$ cat config.mk
export PLATFORM = sky130hd
export DESIGN_NAME = bank0_remap_decoder
export DESIGN_NICKNAME = d
export VERILOG_FILES = /design/src/rtl/remap_pkg.sv /design/src/rtl/pin_sync.sv /design/src/rtl/bank0_remap_decoder.sv
export SDC_FILE = /design/constraint.sdc
export NUM_CORES = 1
export LEC_CHECK = 0
export ABC_AREA = 0
export BUFFER_PORTS_ARGS = -buffer_cell sky130_fd_sc_hd__buf_2
export CAP_MARGIN = 20
export CORE_MARGIN = 8
export CORE_UTILIZATION = 45
export DETAILED_ROUTE_END_ITERATION = 6
export MAX_ROUTING_LAYER = met4
export PLACE_DENSITY = 0.85
export SLEW_MARGIN = 20
export SYNTH_ARGS = -nofsm -noshare
export SYNTH_HDL_FRONTEND = slang
export SYNTH_SLANG_ARGS = --single-unit
$ cat constraint.sdc
create_clock -name clk_i -period 1.96 [get_ports clk_i]
set_input_delay 0.392 -clock clk_i [delete_from_list [all_inputs] [get_ports clk_i]]
set_output_delay 0.392 -clock clk_i [all_outputs]
set_load 0.01 [all_outputs]
$ cat src/rtl/remap_pkg.sv
/*
 * constants for the bank 0 remap decoder: register values, field layouts,
 * bank numbers and target encodings.
 * assumes a 32-bit address space split into 32 banks of 128 MB.
 */
package remap_pkg;
	localparam logic [3:0] REMAP_RESET = 4'h0;
	localparam logic [7:0] REMAP_UNLOCK = 8'h3C;
	localparam logic [15:0] ROM_ORDER_UNLOCK = 16'h003C;
	localparam logic ROM_ORDER_RESET = 1'b0;
	localparam int REMAP_LSB = 0;
	localparam int ROM_ORDER_BIT = 0;
	localparam int BOOT_MIRROR_BIT = 1;
	localparam int BANK_LSB = 27;
	localparam int HALF_BIT = 26;
	localparam logic [4:0] BANK_ZERO = 5'h00;
	localparam logic [4:0] BANK_RAM = 5'h02;
	localparam logic [4:0] BANK_LOADER = 5'h09;
	localparam logic [4:0] BANK_DRAM = 5'h18;
	localparam logic [4:0] BANK_ROM = 5'h19;
	localparam logic [4:0] BANK_SRAM = 5'h1A;
	localparam logic [3:0] SEL_SRAM = 4'h8;
	localparam logic [3:0] SEL_DRAM = 4'h9;
	localparam logic [3:0] SEL_RAM10 = 4'hA;
	localparam int SETTLE_CYCLES = 4;
	localparam int SYNC_STAGES = 3;
	// one-hot target selects
	typedef enum logic [5:0] {
		TGT_NONE = 6'h01,
		TGT_ROM = 6'h02,
		TGT_SRAM = 6'h04,
		TGT_DRAM = 6'h08,
		TGT_RAM = 6'h10,
		TGT_FLASH = 6'h20
	} target_t;
endpackage : remap_pkg

$ cat src/rtl/pin_sync.sv
/*
 * three-stage synchroniser for a group of slow pins; the output changes
 * once the second and third stages agree.
 * assumes pins held steady after reset, so no filter beyond that.
 */
`timescale 1ns/1ps
module pin_sync #(
	parameter int WIDTH = 2
) (
	input wire logic clk_i,
	input wire logic rst_i,
	input wire logic [WIDTH-1:0] pin_i,
	output logic [WIDTH-1:0] level_o
);
	logic [WIDTH-1:0] s1_reg;
	logic [WIDTH-1:0] s2_reg;
	logic [WIDTH-1:0] s3_reg;
	logic [WIDTH-1:0] level_reg;
	wire [WIDTH-1:0] agree = ~(s2_reg ^ s3_reg);
	genvar i;
	generate
		for (i = 0; i < WIDTH; i++) begin : g_bit
			always_ff @(posedge clk_i) begin
				if (rst_i) begin
					level_reg[i] <= 1'b0;
				end else if (agree[i]) begin
					level_reg[i] <= s3_reg[i];
				end
			end
		end
	endgenerate
	always_ff @(posedge clk_i) begin
		s1_reg <= pin_i;
		s2_reg <= s1_reg;
		s3_reg <= s2_reg;
	end
	assign level_o = level_reg;
endmodule : pin_sync

$ cat src/rtl/bank0_remap_decoder.sv
/*
 * bank 0 remap decoder: holds the write-protected remap and rom-order
 * registers, and translates addresses into a physical address plus a
 * one-hot memory select.
 * assumes a register port from the system bus with one-cycle write
 * strobes, and an address port sampled every cycle.
 */
`timescale 1ns/1ps
module bank0_remap_decoder #(
	parameter bit HAS_FLASH = 1'b1,
	parameter bit RAM_IN_BANK2 = 1'b1
) (
	input wire logic clk_i,
	input wire logic rst_i,
	input wire logic [1:0] boot_select_pins_i,
	input wire logic remap_wr_i,
	input wire logic rom_order_wr_i,
	input wire logic [31:0] wdata_i,
	input wire logic [31:0] addr_i,
	input wire logic addr_valid_i,
	output logic [31:0] remap_control_reg_o,
	output logic [15:0] rom_order_reg_o,
	output logic [31:0] phys_addr_o,
	output logic [5:0] target_o,
	output logic map_settled_o
);
	logic [1:0] boot_level;
	logic [3:0] remap_select_field_reg;
	logic rom_order_bit_reg;
	logic remap_armed_reg;
	logic rom_armed_reg;
	logic [31:0] phys_addr_reg;
	logic [5:0] target_reg;
	logic [2:0] settle_reg;
	logic [2:0] settle_next;
	logic [31:0] remap_rd_reg;
	logic [15:0] rom_rd_reg;

	// boot pins come from outside, synchronised; they are static by contract
	pin_sync #(
		.WIDTH(2)
	) u_boot_sync (
		.clk_i(clk_i),
		.rst_i(rst_i),
		.pin_i(boot_select_pins_i),
		.level_o(boot_level)
	);

	// write protection: unlock write arms, next write loads
	wire remap_unlock = remap_wr_i && wdata_i[7:0] == remap_pkg::REMAP_UNLOCK
		&& wdata_i[31:8] == 24'h000000;
	wire remap_load = remap_wr_i && remap_armed_reg;
	wire rom_unlock = rom_order_wr_i && wdata_i[15:0] == remap_pkg::ROM_ORDER_UNLOCK;
	wire rom_load = rom_order_wr_i && rom_armed_reg;

	always_ff @(posedge clk_i) begin
		if (rst_i) begin
			remap_armed_reg <= 1'b0;
			rom_armed_reg <= 1'b0;
		end else begin
			// any write other than the unlock disarms, so stray sequences do nothing
			if (remap_wr_i) begin
				remap_armed_reg <= remap_unlock && !remap_armed_reg;
			end
			if (rom_order_wr_i) begin
				rom_armed_reg <= rom_unlock && !rom_armed_reg;
			end
		end
	end

	always_ff @(posedge clk_i) begin
		if (rst_i) begin
			remap_select_field_reg <= remap_pkg::REMAP_RESET;
			rom_order_bit_reg <= remap_pkg::ROM_ORDER_RESET;
		end else begin
			if (remap_load) begin
				remap_select_field_reg <= wdata_i[remap_pkg::REMAP_LSB +: 4];
			end
			if (rom_load) begin
				rom_order_bit_reg <= wdata_i[remap_pkg::ROM_ORDER_BIT];
			end
		end
	end

	// readback; bit 1 of rom-order mirrors boot pin 0
	always_ff @(posedge clk_i) begin
		if (rst_i) begin
			remap_rd_reg <= 32'h00000000;
			rom_rd_reg <= 16'h0000;
		end else begin
			remap_rd_reg <= {28'h0000000, remap_select_field_reg};
			rom_rd_reg <= {14'h0000, boot_level[0], rom_order_bit_reg};
		end
	end
	assign remap_control_reg_o = remap_rd_reg;
	assign rom_order_reg_o = rom_rd_reg;

	// bank 0 decode
	wire [4:0] bank = addr_i[31:remap_pkg::BANK_LSB];
	wire upper_half = addr_i[remap_pkg::HALF_BIT];
	wire in_bank0 = bank == remap_pkg::BANK_ZERO;
	wire in_bank25 = bank == remap_pkg::BANK_ROM;
	wire boot_mode = boot_level[1];
	wire flash_low = rom_order_bit_reg == boot_level[0];
	wire field_hi = remap_select_field_reg[3];
	wire [1:0] field_top = remap_select_field_reg[3:2];
	wire ram_sel = field_top == 2'b11 && RAM_IN_BANK2;
	wire ram10_sel = remap_select_field_reg == remap_pkg::SEL_RAM10 && !RAM_IN_BANK2;

	// bank 0 redirect target bank, decoded from field and pins
	logic [4:0] bank0_dest;
	always_comb begin
		bank0_dest = remap_pkg::BANK_ZERO;
		if (!field_hi) begin
			bank0_dest = boot_mode ? remap_pkg::BANK_LOADER : remap_pkg::BANK_ROM;
		end else if (remap_select_field_reg == remap_pkg::SEL_SRAM) begin
			bank0_dest = remap_pkg::BANK_SRAM;
		end else if (remap_select_field_reg == remap_pkg::SEL_DRAM) begin
			bank0_dest = remap_pkg::BANK_DRAM;
		end else if (ram_sel) begin
			bank0_dest = remap_pkg::BANK_RAM;
		end
	end
	// reserved codes leave bank 0 unselected rather than guessing a memory
	wire bank0_reserved = field_hi && !ram_sel && !ram10_sel
		&& remap_select_field_reg != remap_pkg::SEL_SRAM
		&& remap_select_field_reg != remap_pkg::SEL_DRAM;

	wire [4:0] eff_bank = in_bank0 ? bank0_dest : bank;
	wire rom_window = eff_bank == remap_pkg::BANK_ROM;
	// flash occupies lower half when flash_low, else upper half
	wire hits_flash = HAS_FLASH && rom_window && (upper_half != flash_low);

	logic [5:0] target_next;
	always_comb begin
		target_next = remap_pkg::TGT_NONE;
		if (!addr_valid_i || (in_bank0 && bank0_reserved)) begin
			target_next = remap_pkg::TGT_NONE;
		end else if (in_bank0 && ram10_sel) begin
			target_next = remap_pkg::TGT_RAM;
		end else if (rom_window) begin
			// flash-less parts see rom over the whole bank
			target_next = hits_flash ? remap_pkg::TGT_FLASH : remap_pkg::TGT_ROM;
		end else if (eff_bank == remap_pkg::BANK_SRAM) begin
			target_next = remap_pkg::TGT_SRAM;
		end else if (eff_bank == remap_pkg::BANK_DRAM) begin
			target_next = remap_pkg::TGT_DRAM;
		end else if (eff_bank == remap_pkg::BANK_RAM) begin
			target_next = remap_pkg::TGT_RAM;
		end
	end

	wire [31:0] phys_next = in_bank0 ? {eff_bank, addr_i[26:0]} : addr_i;

	always_ff @(posedge clk_i) begin
		if (rst_i) begin
			phys_addr_reg <= 32'h00000000;
			target_reg <= remap_pkg::TGT_NONE;
		end else begin
			phys_addr_reg <= phys_next;
			target_reg <= target_next;
		end
	end
	assign phys_addr_o = phys_addr_reg;
	assign target_o = target_reg;

	// settle counter: decode uses the new field one cycle after the load,
	// well inside the limit; counter tells software side when it is safe
	always_comb begin
		settle_next = settle_reg;
		if (remap_load || rom_load) begin
			settle_next = 3'(remap_pkg::SETTLE_CYCLES - 1);
		end else if (settle_reg != 3'h0) begin
			settle_next = settle_reg - 3'h1;
		end
	end
	always_ff @(posedge clk_i) begin
		if (rst_i) begin
			settle_reg <= 3'h0;
			map_settled_o <= 1'b0;
		end else begin
			settle_reg <= settle_next;
			map_settled_o <= settle_next == 3'h0;
		end
	end
endmodule : bank0_remap_decoder

==> results.sh, run 1 <==
export IMPL_status="complete, no violations"
export IMPL_p_comb_share_pct=15.1
export IMPL_clk_root_buffer_cell="clkbuf_8"
export IMPL_max_freq_ghz=0.675
export IMPL_synth_avg_cell_area_sq_um=9.88
export IMPL_track_usage_pct=15.4
export IMPL_p_leak_nw=1.52
export IMPL_clk_latency_ns=0.33
export IMPL_post_cts_setup_buffer_count=0
export IMPL_place_area_sq_mm=0.00290
export IMPL_p_seq_share_pct=45.2
export IMPL_utilization_pct=60.9
export IMPL_yosysSeqAreaShare_pct=52.3
export IMPL_largest_reg_flops=32
export IMPL_holdCritPathClass="in -> reg"
export IMPL_grt_antenna_before_repair=1
export IMPL_drt_pass1_iter_count=4
export IMPL_cp_num_buf_inv=0
export IMPL_drtIter0Drc=41
export IMPL_clk_pin_slew_ns=0.06
export IMPL_irDropWorstVdd_v=0.000523
export IMPL_setup_worst_path_start_class="flop"
export IMPL_dp_slack_ns=0.331
export IMPL_clock_skew_ns=0.00467
export IMPL_syn_inst=244
export IMPL_crit_arrival_ns=1.66
export IMPL_syn_to_final_growth_pct=29.9
export IMPL_final_setup_viol_count=0
export IMPL_synth_top_area_cell="dfxtp_1"
export IMPL_die_x_um=89.2
export IMPL_dp_hpwl_um=5080
export IMPL_grt_pass1_wl_um=8960
export IMPL_dieHeight_um=89.2
export IMPL_fin_ws_ns=0.480
export IMPL_cp_cell_sequence="and3b_1 > a311oi_2 > nor4b_2 > a31oi_1"
export IMPL_htree_levels=3
export IMPL_crit_slowest_cell="dfxtp_1"
export IMPL_power_switching_mw=0.763
export IMPL_final_cell_area_sq_mm=0.00313
export IMPL_final_cell_mix="115 x buf_2, 63 x dfxtp_1, 42 x conb_1"
export IMPL_required_ns=2.14
export IMPL_ys_flop_type="dfxtp_1"
export IMPL_fin_crit_ns=1.48
export IMPL_worstSetupPathType="reg -> reg"
export IMPL_drv_max_cap_violation_count=0
export IMPL_grt_max_degree=32
export IMPL_clock_path_buffers=2
export IMPL_fin_crit_sh_pct=75.5
export IMPL_drtAntennaViolNets=0
export IMPL_synth_edf_count=0
export IMPL_cts_sinks=63
export IMPL_p_per_area_mw_per_mm2=988
export IMPL_fin_setup_tns_ns=0
export IMPL_core_area_sq_mm=0.00514
export IMPL_hold_buffers=0
export IMPL_cp_slowest_stage_delay_ns=0.37
export IMPL_cts_tree="done"
export IMPL_p_int_mw=2.33
export IMPL_rsz0062_at_grt="false"
export IMPL_io_buffer_count=115
export IMPL_via_count=1957
export IMPL_nets=438
export IMPL_grt_overflow_total=0
export IMPL_critPathTopFamily="simple AND/OR/NAND/NOR gates"
export IMPL_layout_commonest_cell="buf_2"
export IMPL_route_detailed_drc=0
export IMPL_cts_resized=0
export IMPL_hold_ws_ns=0.164
export IMPL_yosysWarnings=0
export IMPL_slew_violations=0
export IMPL_initial_core_util_pct=46.9
export IMPL_io_pin_count=158
export IMPL_clockPowerShare_pct=39.7
export IMPL_crit_path_max_fanout=8
export IMPL_first_global_vias=2067
export IMPL_drive_gt1_share_pct=37.6
export IMPL_synth_top_cell_area_share_pct=52.3
export IMPL_gp_congestion=0.894
export IMPL_ys_types=34
export IMPL_synthArstFlopShare_pct=0
export IMPL_drt_wl_total_um=6140
export IMPL_critPathCaptureType="flop"
export IMPL_synth_seq_cells=63
export IMPL_vias_per_cell=4.44
export IMPL_synthTopCellsByArea="dfxtp_1 52%, buf_4 13%, nor2b_1 8.6%"
export IMPL_wl_per_cell_um=13.9
export IMPL_hold_viol=0
export IMPL_fp_row_count=26
export IMPL_die_area_sq_mm=0.00795
export IMPL_cts_inserted_buffers=9
export IMPL_switching_share_pct=24.7
export IMPL_syn_area_sq_mm=0.00241
path summary, 6_finish.rpt:
path                             startpoint                    end  slack [ns]  depth (start not counted)
hold reg to reg       u_boot_sync.s1_reg[0]  u_boot_sync.s2_reg[0]        0.32                          0
setup reg to reg  remap_select_field_reg[3]            target_o[0]        0.48                          4
hold / removal        boot_select_pins_i[0]  u_boot_sync.s1_reg[0]        0.16                          1
setup / recovery  remap_select_field_reg[3]            target_o[0]        0.48                          4
cells by family (layout without fill, tap and decap cells):
logic type	count (synthesis)	count (layout)	synth area share [%]
compound gates	30	30	7.27
xor+xnor	3	3	1.09
fa+ha+maj	2	2	1.04
buf+inv	52	137	14.6
flops	63	63	52.3
mux	2	2	0.883
other cells	1	43	0.156
simple gates	91	91	22.6
routing by layer:
metal / wire length (um) / GRT usage, %
met1: 2340 / 15.1
met2: 3080 / 25.9
met4: 72 / 7.10
met5: 0 / -
met3: 653 / 6.71
worst register-to-register path: cells and delay by family, from the launching register on:
family / cells / cell delay [ns]
flip-flops: 1 / 0.37
AO/OA/AOI/OAI: 2 / 0.44
AND/OR/NAND/NOR: 2 / 0.54
through the flow:
step	total power, mW	cells
5_1_grt	3.26	441
4_1_cts	3.12	440
3_3_place_gp	1.87	424
3_5_place_dp	1.89	424
6_report	3.09	441
2_1_floorplan	1.78	285
cell type report:
class / instances / area (sq um)
multi-input cells: 170 / 950
flip-flops and latches: 63 / 1260
well taps: 70 / 87.6
inverters: 4 / 15.0
clock buffers: 11 / 141
fillers: 459 / 2010
diodes: 1 / 2.50
repair buffers: 117 / 591
clock inverters: 5 / 81.3
cell usage after synthesis (4+ instances only):
library cell / instances
a21oi_1: 16
nand3_1: 5
buf_4: 42
nor2_1: 13
dfxtp_1: 63
clkbuf_1: 6
nor2b_1: 33
and2_1: 4
nand2_1: 12
nor4_1: 5
o21ai_0: 7
inv_1: 4
power groups by stage:
stage                     combinational [mW]  sequential, mW  clock (mW)
after floorplan                        0.335            1.45           0
after global routing                   0.519            1.41        1.33
after detailed placement               0.461            1.43           0
after CTS                              0.464            1.40        1.26
after global placement                 0.445            1.42           0
final                                  0.467            1.40        1.23
No activity file was read; power rests on OpenSTA's default activity.
==> run 2, diff against run 1 <==
--- a/config.mk
+++ b/config.mk
@@ -9,10 +9,10 @@
 export BUFFER_PORTS_ARGS = -buffer_cell sky130_fd_sc_hd__buf_2
 export CAP_MARGIN = 20
 export CORE_MARGIN = 8
-export CORE_UTILIZATION = 45
+export CORE_UTILIZATION = 42
 export DETAILED_ROUTE_END_ITERATION = 6
 export MAX_ROUTING_LAYER = met4
-export PLACE_DENSITY = 0.85
+export PLACE_DENSITY = 0.8
 export SLEW_MARGIN = 20
 export SYNTH_ARGS = -nofsm -noshare
 export SYNTH_HDL_FRONTEND = slang
==> constraint.sdc (replaced) <==
create_clock -name clk_i -period 1.4 [get_ports clk_i]
set_input_delay 0.28 -clock clk_i [delete_from_list [all_inputs] [get_ports clk_i]]
set_output_delay 0.28 -clock clk_i [all_outputs]
set_load 0.01 [all_outputs]
==> run 2 against run 1 <==
Maximum frequency rose by 8.9%; die area rose by 5.8%; global-route usage fell by 0.34 points.
==> results.sh, run 2 (synthesis gave the netlist of run 1 again) <==
export IMPL_htree_levels=3
export IMPL_clock_path_buffers=2
export IMPL_hold_ws_ns=0.0506
export IMPL_required_ns=1.64
export IMPL_hold_end="u_boot_sync.s1_reg[1]"
export IMPL_cts_tree="done"
export IMPL_dieHeight_um=91.7
export IMPL_r2r_setup_slack_ns=0.04
export IMPL_r2r_cells=4
export IMPL_grt_pass1_wl_um=9770
export IMPL_worstSetupPathType="reg -> reg"
export IMPL_clk_latency_ns=0.33
export IMPL_io_pin_count=158
export IMPL_slew_headroom_pct=66.9
export IMPL_layout_commonest_cell="buf_2"
export IMPL_p_per_area_mw_per_mm2=1240
export IMPL_clk_root_buffer_cell="clkbuf_8"
export IMPL_die_area_sq_mm=0.00842
export IMPL_drtAntennaViolNets=0
export IMPL_max_freq_ghz=0.735
export IMPL_initial_core_util_pct=43.5
export IMPL_syn_to_final_growth_pct=33.5
export IMPL_hold_path_cell_count=1
export IMPL_status="complete, no violations"
export IMPL_critPathCaptureType="flop"
export IMPL_cts_sinks=63
export IMPL_setup_worst_path_start_class="flop"
export IMPL_drtIter0Drc=61
export IMPL_fin_crit_sh_pct=97.1
export IMPL_irDropWorstVdd_v=0.000688
export IMPL_drv_max_cap_violation_count=0
export IMPL_utilization_pct=58.1
export IMPL_nets=452
export IMPL_crit_arrival_ns=1.60
export IMPL_r2r_end="target_o[5]"
export IMPL_fp_row_count=27
export IMPL_core_area_sq_mm=0.00554
export IMPL_fin_ws_ns=0.0402
export IMPL_track_usage_pct=15.1
export IMPL_final_setup_viol_count=0
export IMPL_gp_congestion=0.877
export IMPL_n_antenna_cell=0
export IMPL_final_cell_mix="115 x buf_2, 60 x dfxtp_1, 42 x conb_1"
export IMPL_grt_overflow_total=0
export IMPL_die_x_um=91.7
export IMPL_drt_pass1_iter_count=6
export IMPL_holdCritPathClass="in -> reg"
export IMPL_p_leak_nw=1.58
export IMPL_dp_hpwl_um=5170
export IMPL_hold_start="boot_select_pins_i[1]"
export IMPL_rsz0062_at_grt="true"
export IMPL_vias_per_cell=4.35
export IMPL_clock_skew_ns=0.00539
export IMPL_rr_startpoint="remap_select_field_reg[2]"
export IMPL_place_area_sq_mm=0.00300
export IMPL_slew_violations=0
export IMPL_cts_inserted_buffers=9
export IMPL_first_global_vias=2135
export IMPL_io_buffer_count=115
export IMPL_crit_path_max_fanout=5
export IMPL_route_detailed_drc=0
export IMPL_largest_reg_flops=32
export IMPL_hold_viol=0
export IMPL_dp_slack_ns=-0.124
export IMPL_final_cell_area_sq_mm=0.00322
export IMPL_fin_crit_ns=1.36
export IMPL_tightest_slew_ns=0.491
export IMPL_wl_per_cell_um=13.8
export IMPL_via_count=1983
export IMPL_drt_wl_total_um=6280
export IMPL_grt_antenna_before_repair=0
export IMPL_drive_gt1_share_pct=41.4
export IMPL_grt_max_degree=26
export IMPL_clk_pin_slew_ns=0.07
-- run 2: changes by cell type in the layout (fill, tap and decap cells not counted), moves of 2 or more --
cell | previous run | this run
clkinv_2 | 1 | 3
bufinv_16 | 2 | 0
dfxtp_1 | 63 | 60
dfxtp_2 | 0 | 3
buf_4 | 2 | 16
-- run 2: per-layer routing --
metal / global-route usage [%] / share of wire [%]
met4: 5.64 / 1.2
met5: - / 0
met1: 15.1 / 42
met3: 6.44 / 7.9
met2: 25.5 / 49
-- run 2: final cells by class --
| type | instances | area, sq um |
|---|---|---|
| clock buffers | 9 | 124 |
| clock inverters | 7 | 48.8 |
| fillers | 498 | 2320 |
| inverters | 4 | 15.0 |
| multi-input cells | 170 | 978 |
| flip-flops and latches | 63 | 1260 |
| well taps | 72 | 90.1 |
| repair buffers | 131 | 696 |
-- run 2: where the power goes --
part / switching, mW / internal, mW / total (mW) / leakage [nW]
clock network: 0.700 / 0.643 / 1.34 / 0.0894
logic: 0.367 / 0.343 / 0.710 / 0.967
registers: 0.0445 / 1.91 / 1.95 / 0.522
-- run 2: stage by stage --
stage | cells | TNS [ns] | total power, mW
after global placement | 439 | -0.0850 | 2.65
final | 456 | 0 | 4.00
after CTS | 455 | 0 | 4.03
after global routing | 456 | -0.267 | 4.26
after detailed placement | 439 | -0.190 | 2.67
after floorplan | 285 | 0 | 2.49
-- run 2: worst max path at each step --
stage / startpoint / endpoint / slack (ns) / cells past startpoint
2_1_floorplan: remap_select_field_reg[3] / target_o[5] / 0.11 / 4
3_3_place_gp: wdata_i[9] / rom_armed_reg / -0.08 / 5
3_5_place_dp: wdata_i[0] / rom_armed_reg / -0.12 / 5
4_1_cts: remap_select_field_reg[3] / target_o[5] / 0.02 / 4
5_1_grt: remap_select_field_reg[2] / target_o[5] / -0.09 / 4
6_report: remap_select_field_reg[2] / target_o[5] / 0.04 / 4
-- run 2: repair_timing --
action,CTS,global route
setup endpoints to repair,3,5
hold buffers,0,0
cloned,0,0
pin swaps,2,1
setup buffers,0,1
resized for setup,2,5
-- run 2: worst max-delay path: stages (launching register included) --
cell	delay (ns)
dfxtp_2	0.35
and3b_1	0.21
a311oi_4	0.33
nand2_2	0.14
nor4bb_2	0.25
